## src/hw/embp_pkg.sv

```systemverilog
// package for the external memory bus port: constants and request/pin carriers
package embp_pkg;
   localparam int ADDR_W       = 16;
   localparam int DATA_W       = 16;
   localparam int GPIO_HI_W    = 8;
   localparam int GPIO_MID_W   = 2;
   localparam int ADDR_LO_W    = 6;
   // access phase lengths in sys_clk cycles; the strobe is low for the strobe phase only
   localparam int SETUP_CYC    = 1;
   localparam int STROBE_CYC   = 2;
   localparam int HOLD_CYC     = 1;
   localparam int CNT_W        = 4;
   localparam logic [CNT_W-1:0] CNT_ZERO = 4'h0;
   localparam logic [DATA_W-1:0] DATA_RST = 16'h0000;
   localparam logic [ADDR_W-1:0] ADDR_RST = 16'h0000;

   typedef struct packed {
      logic                 write;
      logic                 prog_space;
      logic [ADDR_W-1:0]    addr;
      logic [DATA_W-1:0]    wdata;
   } embp_req_t;

   typedef struct packed {
      logic [ADDR_W-1:0]    addr;
      logic                 prog_sel_n;
      logic                 data_sel_n;
      logic                 rd_n;
      logic                 wr_n;
   } embp_pins_t;
endpackage

```

## src/hw/embp_sync2.sv

```systemverilog
// two-flop synchroniser, one instance per bit through a generate loop
`timescale 1ns/1ps
module embp_sync2 #(
   parameter int W = 16
) (
   // clock and reset
   input  wire logic         sys_clk,
   input  wire logic         srst,
   // data
   input  wire logic [W-1:0] d,
   output logic      [W-1:0] q
);
   logic [W-1:0] meta_reg;
   logic [W-1:0] meta_next;
   logic [W-1:0] q_reg;
   logic [W-1:0] q_next;

   genvar i;
   generate
      for (i = 0; i < W; i++)
      begin : g_bit
         always_comb
         begin
            meta_next[i] = srst ? 1'b0 : d[i];
            q_next[i]    = srst ? 1'b0 : meta_reg[i];
         end
         always_ff @(posedge sys_clk)
         begin
            meta_reg[i] <= meta_next[i];
            q_reg[i]    <= q_next[i];
         end
      end
   endgenerate

   assign q = q_reg;
endmodule

```

## src/hw/embp_port.sv

```systemverilog
// external memory bus port: strobed read/write master to static memories
`timescale 1ns/1ps
module embp_port
   import embp_pkg::*;
(
   // clock and reset
   input  wire logic                  sys_clk,
   input  wire logic                  srst,
   // request side
   input  wire logic                  req_valid,
   input  wire embp_req_t             req,
   output logic                       req_ready,
   output logic                       rsp_valid,
   output logic      [DATA_W-1:0]     rsp_rdata,
   // pin function select, 1 = gpio
   input  wire logic [GPIO_HI_W-1:0]  upper_address_gpio_port,
   input  wire logic [GPIO_MID_W-1:0] mid_address_gpio_bits,
   // memory pins
   output embp_pins_t                 pins,
   output logic      [ADDR_W-1:0]     ext_address_oe,
   output logic                       ctrl_oe,
   output logic      [DATA_W-1:0]     ext_data_out,
   output logic      [DATA_W-1:0]     ext_data_oe,
   output logic                       ext_data_pullup_en,
   input  wire logic [DATA_W-1:0]     ext_data_in
);
   typedef enum logic [1:0] {ST_IDLE, ST_SETUP, ST_STROBE, ST_HOLD} embp_state_t;

   embp_state_t          state_reg, state_next;
   logic [CNT_W-1:0]     cnt_reg, cnt_next;
   embp_req_t            cur_reg, cur_next;
   logic [DATA_W-1:0]    rdata_reg, rdata_next;
   logic                 rsp_reg, rsp_next;
   logic                 run_reg, run_next;
   logic [DATA_W-1:0]    data_sync;

   // data pins come from outside the clock domain
   embp_sync2 #(.W(DATA_W)) u_dsync (
      .sys_clk (sys_clk),
      .srst    (srst),
      .d       (ext_data_in),
      .q       (data_sync)
   );

   always_comb
   begin
      state_next = state_reg;
      cnt_next   = cnt_reg;
      cur_next   = cur_reg;
      rdata_next = rdata_reg;
      rsp_next   = 1'b0;
      run_next   = 1'b1;
      case (state_reg)
         ST_IDLE:
         begin
            if (req_valid)
            begin
               cur_next   = req;
               cnt_next   = CNT_W'(SETUP_CYC - 1);
               state_next = ST_SETUP;
            end
         end
         ST_SETUP:
         begin
            // address and selects settle before the strobe falls
            if (cnt_reg == CNT_ZERO)
            begin
               cnt_next   = CNT_W'(STROBE_CYC - 1);
               state_next = ST_STROBE;
            end
            else
               cnt_next = cnt_reg - 4'h1;
         end
         ST_STROBE:
         begin
            if (cnt_reg == CNT_ZERO)
            begin
               cnt_next   = CNT_W'(HOLD_CYC - 1);
               state_next = ST_HOLD;
            end
            else
               cnt_next = cnt_reg - 4'h1;
         end
         ST_HOLD:
         begin
            // address held past the strobe rise so memory latches cleanly
            if (cnt_reg == CNT_ZERO)
            begin
               // two-flop lag: at the end of a one-cycle hold the synchroniser
               // still shows the lines as they stood under the read strobe
               if (!cur_reg.write)
                  rdata_next = data_sync;
               rsp_next   = 1'b1;
               state_next = ST_IDLE;
            end
            else
               cnt_next = cnt_reg - 4'h1;
         end
         default:
            state_next = ST_IDLE;
      endcase
      if (srst)
      begin
         state_next = ST_IDLE;
         cnt_next   = CNT_ZERO;
         cur_next   = '0;
         rdata_next = DATA_RST;
         rsp_next   = 1'b0;
         run_next   = 1'b0;
      end
   end

   always_ff @(posedge sys_clk)
   begin
      state_reg <= state_next;
      cnt_reg   <= cnt_next;
      cur_reg   <= cur_next;
      rdata_reg <= rdata_next;
      rsp_reg   <= rsp_next;
      run_reg   <= run_next;
   end

   logic active;
   logic strobe;
   assign active = (state_reg != ST_IDLE);
   assign strobe = (state_reg == ST_STROBE);

   assign req_ready = (state_reg == ST_IDLE) && run_reg;
   assign rsp_valid = rsp_reg;
   assign rsp_rdata = rdata_reg;

   always_comb
   begin
      pins.addr       = active ? cur_reg.addr : ADDR_RST;
      pins.prog_sel_n = !(active && cur_reg.prog_space);
      pins.data_sel_n = !(active && !cur_reg.prog_space);
      pins.wr_n       = !(strobe && cur_reg.write);
      pins.rd_n       = !(strobe && !cur_reg.write);
   end

   // tristated in reset; upper lines bus by default, gpio only if selected
   always_comb
   begin
      ext_address_oe = {ADDR_W{run_reg}};
      ext_address_oe[ADDR_W-1 -: GPIO_HI_W] =
         {GPIO_HI_W{run_reg}} & ~upper_address_gpio_port;
      ext_address_oe[ADDR_LO_W +: GPIO_MID_W] =
         {GPIO_MID_W{run_reg}} & ~mid_address_gpio_bits;
   end
   assign ctrl_oe = run_reg;

   // data driven only while the write strobe phase lasts
   assign ext_data_out       = cur_reg.wdata;
   assign ext_data_oe        = {DATA_W{strobe && cur_reg.write}};
   assign ext_data_pullup_en = !(strobe && cur_reg.write);

   // write data held valid up to the strobe rise, where memory latches it

   stable_wr_a: assert property (@(posedge sys_clk) disable iff (srst)
      !pins.wr_n && $past(!pins.wr_n) |-> $stable(pins.addr) && $stable(pins.prog_sel_n)
         && $stable(ext_data_out))
      else $error("address or select moved under write strobe");
   stable_rd_a: assert property (@(posedge sys_clk) disable iff (srst)
      !pins.rd_n && $past(!pins.rd_n) |-> $stable(pins.addr) && $stable(pins.data_sel_n))
      else $error("address or select moved under read strobe");
   strobe_excl_a: assert property (@(posedge sys_clk) disable iff (srst)
      !(!pins.rd_n && !pins.wr_n))
      else $error("read and write strobes both low");
   one_select_a: assert property (@(posedge sys_clk) disable iff (srst)
      (!pins.rd_n || !pins.wr_n) |-> (pins.prog_sel_n ^ pins.data_sel_n))
      else $error("not exactly one space select");
   data_release_a: assert property (@(posedge sys_clk) disable iff (srst)
      pins.wr_n |-> ext_data_oe == '0)
      else $error("data driven outside write strobe");
   wr_drive_a: assert property (@(posedge sys_clk) disable iff (srst)
      !pins.wr_n |-> ext_data_oe == '1)
      else $error("data not driven under write strobe");
   strobe_len_a: assert property (@(posedge sys_clk) disable iff (srst)
      $fell(pins.rd_n) |-> !pins.rd_n[*2] ##1 pins.rd_n)
      else $error("read strobe length wrong");
   rd_capture_a: assert property (@(posedge sys_clk) disable iff (srst)
      $rose(pins.rd_n) |=> rsp_valid && rsp_rdata == $past(ext_data_in, 3))
      else $error("read data not captured at strobe rise");
   req_addr_a: assert property (@(posedge sys_clk) disable iff (srst)
      req_valid && req_ready |-> ##2 pins.addr == $past(req.addr, 2))
      else $error("address not presented");
   reset_tri_a: assert property (@(posedge sys_clk)
      $past(srst) |-> ext_address_oe == '0 && !ctrl_oe)
      else $error("address not tristated after reset cycle");
   rst_idle_a: assert property (@(posedge sys_clk)
      srst |=> pins.prog_sel_n && pins.data_sel_n && pins.rd_n && pins.wr_n)
      else $error("strobe or select active after reset");
   rsp_time_a: assert property (@(posedge sys_clk) disable iff (srst)
      req_valid && req_ready |-> ##5 rsp_valid)
      else $error("access answer not at expected cycle");
   idle_release_a: assert property (@(posedge sys_clk) disable iff (srst)
      req_ready |-> pins.rd_n && pins.wr_n && pins.prog_sel_n && pins.data_sel_n)
      else $error("strobe or select active while idle");
   pullup_on_a: assert property (@(posedge sys_clk) disable iff (srst)
      ext_data_oe == '0 |-> ext_data_pullup_en)
      else $error("pull-ups off while data released");
   bus_default_a: assert property (@(posedge sys_clk) disable iff (srst)
      ctrl_oe && upper_address_gpio_port == 8'h00 |-> ext_address_oe[15:8] == 8'hFF)
      else $error("upper address lines not in bus function");

   wr_cov_c: cover property (@(posedge sys_clk) disable iff (srst) $rose(pins.wr_n));
   rd_cov_c: cover property (@(posedge sys_clk) disable iff (srst) $rose(pins.rd_n));
   prog_cov_c: cover property (@(posedge sys_clk) disable iff (srst) !pins.prog_sel_n && !pins.rd_n);
   b2b_cov_c: cover property (@(posedge sys_clk) disable iff (srst) rsp_valid ##2 req_valid && req_ready);
   cut_cov_c: cover property (@(posedge sys_clk) !pins.wr_n ##1 srst);
endmodule

```

## config.mk

```make
export PLATFORM = sky130hd
export DESIGN_NAME = embp_port
export DESIGN_NICKNAME = d
export VERILOG_FILES = /design/src/hw/embp_pkg.sv /design/src/hw/embp_sync2.sv /design/src/hw/embp_port.sv
export SDC_FILE = /design/constraint.sdc
export NUM_CORES = 1
export LEC_CHECK = 0
export BUFFER_PORTS_ARGS = -buffer_cell sky130_fd_sc_hd__buf_2
export CAP_MARGIN = 40
export CORE_AREA = 2 2 101 103
export CTS_CLUSTER_SIZE = 16
export DETAILED_ROUTE_END_ITERATION = 16
export DIE_AREA = 0 0 103 105
export PLACE_DENSITY = 0.68
export SYNTH_ARGS = -nofsm -noshare
export SYNTH_HDL_FRONTEND = slang
export SYNTH_SLANG_ARGS = --single-unit
```

## constraint.sdc

```tcl
create_clock -name sys_clk -period 1.9 [get_ports sys_clk]
set_clock_uncertainty 0.05 [all_clocks]
set_input_delay 0.38 -clock sys_clk [delete_from_list [all_inputs] [get_ports sys_clk]]
set_output_delay 0.38 -clock sys_clk [all_outputs]
set_load 0.02 [all_outputs]
```

# [After elaboration in Yosys (flattened, before gate mapping)]
# Index checks and enable logic that the tools add are counted.
[totals] regBits=90 inputBits=63 output_inout_bits=88 elab_cells=88
[classes] n_addsub=1 eq_ne=8 n_mux=13 bitwise=6 n_reduce_logical=19
[op_table] cell="2-to-1 mux 16 bit" count=1
[op_table] cell="2-to-1 mux 4 bit" count=4
[op_table] cell="one-hot mux 4 bit (4 select lines)" count=1
[op_table] cell="AND 8 bit" count=1
[op_table] cell="2-to-1 mux 2 bit" count=4
[op_table] cell="inequality test 2 bit (second input constant)" count=4
[op_table] cell="NOT 8 bit" count=1
[op_table] cell="one-hot mux 2 bit (4 select lines)" count=1
[op_table] cell="logical NOT 1 bit" count=6
[op_table] cell="logical AND 1 bit" count=5
[op_table] cell="== test 2 bit (second input constant)" count=2
[op_table] cell="logical NOT 4 bit" count=1
[op_table] cell="AND reduction 2 bit" count=2
[op_table] cell="AND reduction 4 bit" count=1
[op_table] cell="subtractor 4 x 1 -> 4 bit (second input constant)" count=1
[op_table] cell="AND reduction 3 bit" count=1
[op_table] cell="AND 2 bit" count=1
[op_table] cell="== test 2 x 1 -> 1 bit (second input constant)" count=1
[op_table] cell="logical NOT 2 bit" count=1
[op_table] cell="2-to-1 mux 1 bit" count=2
[op_table] cell="inequality test 2 x 1 -> 1 bit (second input constant)" count=1
[op_table] cell="NOT 1 bit" count=2
[op_table] cell="NOT 2 bit" count=1
[op_table] cell="nonzero test 2 bit" count=1
[op_table] cell="OR reduction 2 bit" count=1

# [Depth between registers and ports, before layout]
[logic_depth] depth_word=3 depth_mapped=8 depth_no_buf=5

# [By module]
# From an unflattened synthesis, not the netlist that was laid out.
[hier_totals] cells_unflattened=415 hier_area_um2=3621.0
[modules_own_cells] mod="embp_port" instances=1 cells_each=348 area_each_um2=2757.6 seq_area_each_um2=1161.1
[modules_own_cells] mod="embp_sync2" instances=1 cells_each=67 area_each_um2=863.3 seq_area_each_um2=640.6

# [Least setup slack after synthesis]
# Ideal clock, no wire load.
[synth_timing] kind="register to output" startpoint="register state_reg[0]" endpoint="output ext_data_oe[10]" t_arrival_ps=1426 t_required_ps=1470 path_slack_ps=44 path_stages_with_launch=6 n_path_buf=1 path_cell_list="dfxtp_1 > inv_1 > ha_1 > nand2_1 > inv_1 > buf_4"
[synth_between] elab_chain_cells=2
[synth_rtl] item="start, declared" line_no="embp_port.sv:29" source="embp_state_t state_reg, state_next;"
[synth_rtl] item="start signal, assigned" line_no="embp_port.sv:115" source="state_reg <= state_next;"
[synth_rtl] item="== test 2 bit" line_no="embp_port.sv:126" source="assign strobe = (state_reg == ST_STROBE);"
[synth_rtl] item="logical AND 1 bit" line_no="embp_port.sv:154" source="assign ext_data_oe = {DATA_W{strobe && cur_reg.write}};"
[synth_rtl] item="end, declared" line_no="embp_port.sv:23" source="output logic [DATA_W-1:0] ext_data_oe,"
# No other way between the ends.

==> results.toml <==
[outcome]
run_status = "completed"

[global_routing]
antenna_violations_before_repair = 0
largest_net_degree_at_the_start_of_global_routing = 46
grt_overflow = 0
wire_length_of_the_first_global_routing_pass_um = 12200
vias_in_the_first_global_route = 2663
track_usage = 0.1435

[detailed_routing]
drt.antenna.violating_nets = 0
drt_drc_violations_left = 0
number_of_vias_per_cell = 4.464
wirelength_um = 8049
drtPass1Iterations = 4
drt_first_iter_violations = 125
dr_total_vias = 2982
wl_per_cell_um = 12.05

[synthesis]
synth_area_per_cell_sq_um = 8.692
synth.yosys.warnings = 0
synthDominantAreaCellType = "sky130_fd_sc_hd__dfxtp_1"
ys_seq_elements = 90
synth.most_common_cell = "sky130_fd_sc_hd__dfxtp_1"
mappedNetlistArea_sq_mm = 0.003616
postSynth.asyncResetShare = 0
synth.distinct_cells = 34
synth_common_cells = "sky130_fd_sc_hd__dfxtp_1, sky130_fd_sc_hd__nand2_1, sky130_fd_sc_hd__nor2b_1, sky130_fd_sc_hd__a21oi_1, sky130_fd_sc_hd__buf_4"
syn_nets = 485
synth_enable_flop_cells = 0
post_synth_main_area_contributors = "sky130_fd_sc_hd__dfxtp_1, sky130_fd_sc_hd__nor2b_1, sky130_fd_sc_hd__buf_4"
synth_top_area_share = 0.4983
seq_area_frac_synth = 0.4983
synthCells = 416
synthFlopType = "sky130_fd_sc_hd__dfxtp_1"

[die]
die_w_um = 103
cell_rows = 36
floorplan.initialDensity = 0.3751
die_height_um = 105
fp.dieArea_sq_mm = 0.01082
core-area_sq_mm = 0.009639
boundary_pin_count = 151

[clocking]
cts-hold-fix-buffers = 0
clk-insertion-delay-late_ps = 350
clock_sink_count = 90
cts.path.max_buffers = 2
clock_pin_transition_on_the_worst_setup_and_hold_timing_paths_ps = 90
clock_tree_from_tritoncts = "built"
h-tree-depth = 3
clock_tree.root_cell = "sky130_fd_sc_hd__clkbuf_8"
cts-buffers-inserted = 9

[worst_setup_path]
source_of_the_worst_register_to_register_timing_path = "state_reg[1]"
path_depth_of_the_worst_reg2reg_path = 7
worst-setup-path-type = "flip-flop to output port"
crit_start_category = "flip-flop"
worst-endpoint-required_ps = 1470
worstSetupEndpointType = "output port"
setup.reg_to_reg.worst_slack_ps = 80
regToRegEndpoint = "state_reg[0]"
worstPathArrival_ps = 1460
cp_max_fo = 7

[sta]
timing.fmax_ghz = 0.5288
final_max_slew_viol_count = 0
post-route-min-period_ps = 1891
worst_slew_margin_rel = 0.6207
hold_viol = 0
final_min_period_over_clock_period = 0.9952
slew_at_the_pin_with_the_worst_max_slew_slack_ps = 569.0
grt_setup_unrepaired = "true"
finalSetupViolCount = 0

[worst_hold_path]
hold_path_depth = 2
worst_hold_path_type = "input port to flip-flop"
timing.hold.worst_endpoint = "u_dsync.meta_reg[2]"
holdCritStartpoint = "ext_data_in[2]"

[power_and_ir_drop]
leakage_nw = 2.106
max-vdd-ir-drop_v = 0.0004768
power_per_cell_area_mw_per_mm2 = 1185

[layout]
final_net_count = 599
layoutNonFillerInstCount = 668
largest_register_ff_count = 18
layout-drive-gt1-share = 0.3794
syn2layout_area_growth_pct = 28.86
fillCellCount = 957
total_inserted_antenna_cells = 0
post_route_cell_area_sq_mm = 0.004659

[placement]
placement.cell_area_sq_mm = 0.004199
place.detailed.instances = 641
globalplace.congestion = 0.7341
detailed_place_hpwl_um = 5427
portBuffers = 150

[run]
cap_violations = 0
==> report_power, final <==
group | total [W] | switching (W) | internal, W | leakage, nW
Sequential | 0.00217 | 0.0000973 | 0.00207 | 0.738
Combinational | 0.00198 | 0.00109 | 0.000893 | 1.26
Clock | 0.00136 | 0.000701 | 0.000663 | 0.109
Total | 0.00552 | 0.00189 | 0.00363 | 2.11
==> critical path, stage by stage, from the launching register on <==
cell and delay, ps:
sky130_fd_sc_hd__dfxtp_2 360, sky130_fd_sc_hd__inv_4 60, sky130_fd_sc_hd__ha_4 200, sky130_fd_sc_hd__buf_12 140, sky130_fd_sc_hd__or2_4 220, sky130_fd_sc_hd__buf_6 130
==> cell usage in the layout (no fill, tap or decap), types with 3 or more instances in the layout <==
master and count:
sky130_fd_sc_hd__inv_1 4, sky130_fd_sc_hd__nor2b_4 3, sky130_fd_sc_hd__dfxtp_1 88, sky130_fd_sc_hd__nand2b_1 4, sky130_fd_sc_hd__buf_2 135, sky130_fd_sc_hd__a21oi_1 52, sky130_fd_sc_hd__buf_4 24, sky130_fd_sc_hd__buf_6 5
sky130_fd_sc_hd__ha_1 4, sky130_fd_sc_hd__clkbuf_8 10, sky130_fd_sc_hd__nor2b_1 55, sky130_fd_sc_hd__nand2_1 73, sky130_fd_sc_hd__nand3_1 17, sky130_fd_sc_hd__o21ai_0 17
==> metrics by stage <==
step                setup TNS, ps  utilization  setup slack, ps  total power (W)  hold slack [ps]
floorplan                       0            -            43.75         0.003342            363.8
global placement                0       0.4356            244.2         0.003657            367.6
detailed placement              0       0.4356            192.0         0.003702            370.4
CTS                        -109.9       0.4734           -14.75         0.005461            160.4
global route               -212.6       0.4834           -54.54         0.005839            153.8
finish                          0       0.4834            9.065         0.005520            177.4
==> kinds of logic (layout without fill, tap and decap cells) <==
logic type                 count (synthesis)  count (layout)  share of synthesized area
and+or+nand+nor                          168             168                     0.2381
DFF                                       90              90                     0.4983
AOI/OAI and AO/OA                         76              76                     0.1131
buffers and inverters                     74             193                     0.1242
adders and majority gates                  6               6                    0.02076
muxes                                      2               2                   0.005537
==> layout make-up <==
cell class                 count  area, sq um  area share
timing repair inverter         1        7.507    0.001611
tap                          133        166.4     0.03571
clock buffer                  10        137.6     0.02954
clock inverter                 6        72.57     0.01557
inverter                       8        35.03    0.007519
sequential                    90         1804      0.3872
multi-input combinational    252         1429      0.3067
timing repair buffer         168         1007      0.2162
==> how the worst max path moves through the flow <==
stage | from | endpoint | slack, ps | cells past startpoint
2_1_floorplan | state_reg[0] | ext_data_oe[10] | 40 | 5
3_3_place_gp | state_reg[0] | pins[2] | 240 | 5
3_5_place_dp | state_reg[0] | ext_data_oe[14] | 190 | 5
4_1_cts | state_reg[1] | pins[15] | -10 | 5
5_1_grt | state_reg[1] | state_reg[0] | -50 | 7
6_report | state_reg[0] | pins[2] | 9 | 5
==> metal layers <==
layer,global-route usage,wire (um),up-vias,part of all wire
met5,0,0,-,0
met4,0.04793,80,0,0.0099
met3,0.03612,386,7,0.048
met2,0.2639,4183,86,0.52
met1,0.1562,3399,1352,0.42
li1,-,-,1537,-
==> timing repair <==
item / in CTS / in global routing
resized for setup: 24 / 18
pin swaps: 1 / 1
setup endpoints to repair: 35 / 29
setup buffers: 4 / 4
cloned: 2 / 1
(Power assumes the default switching activity.)
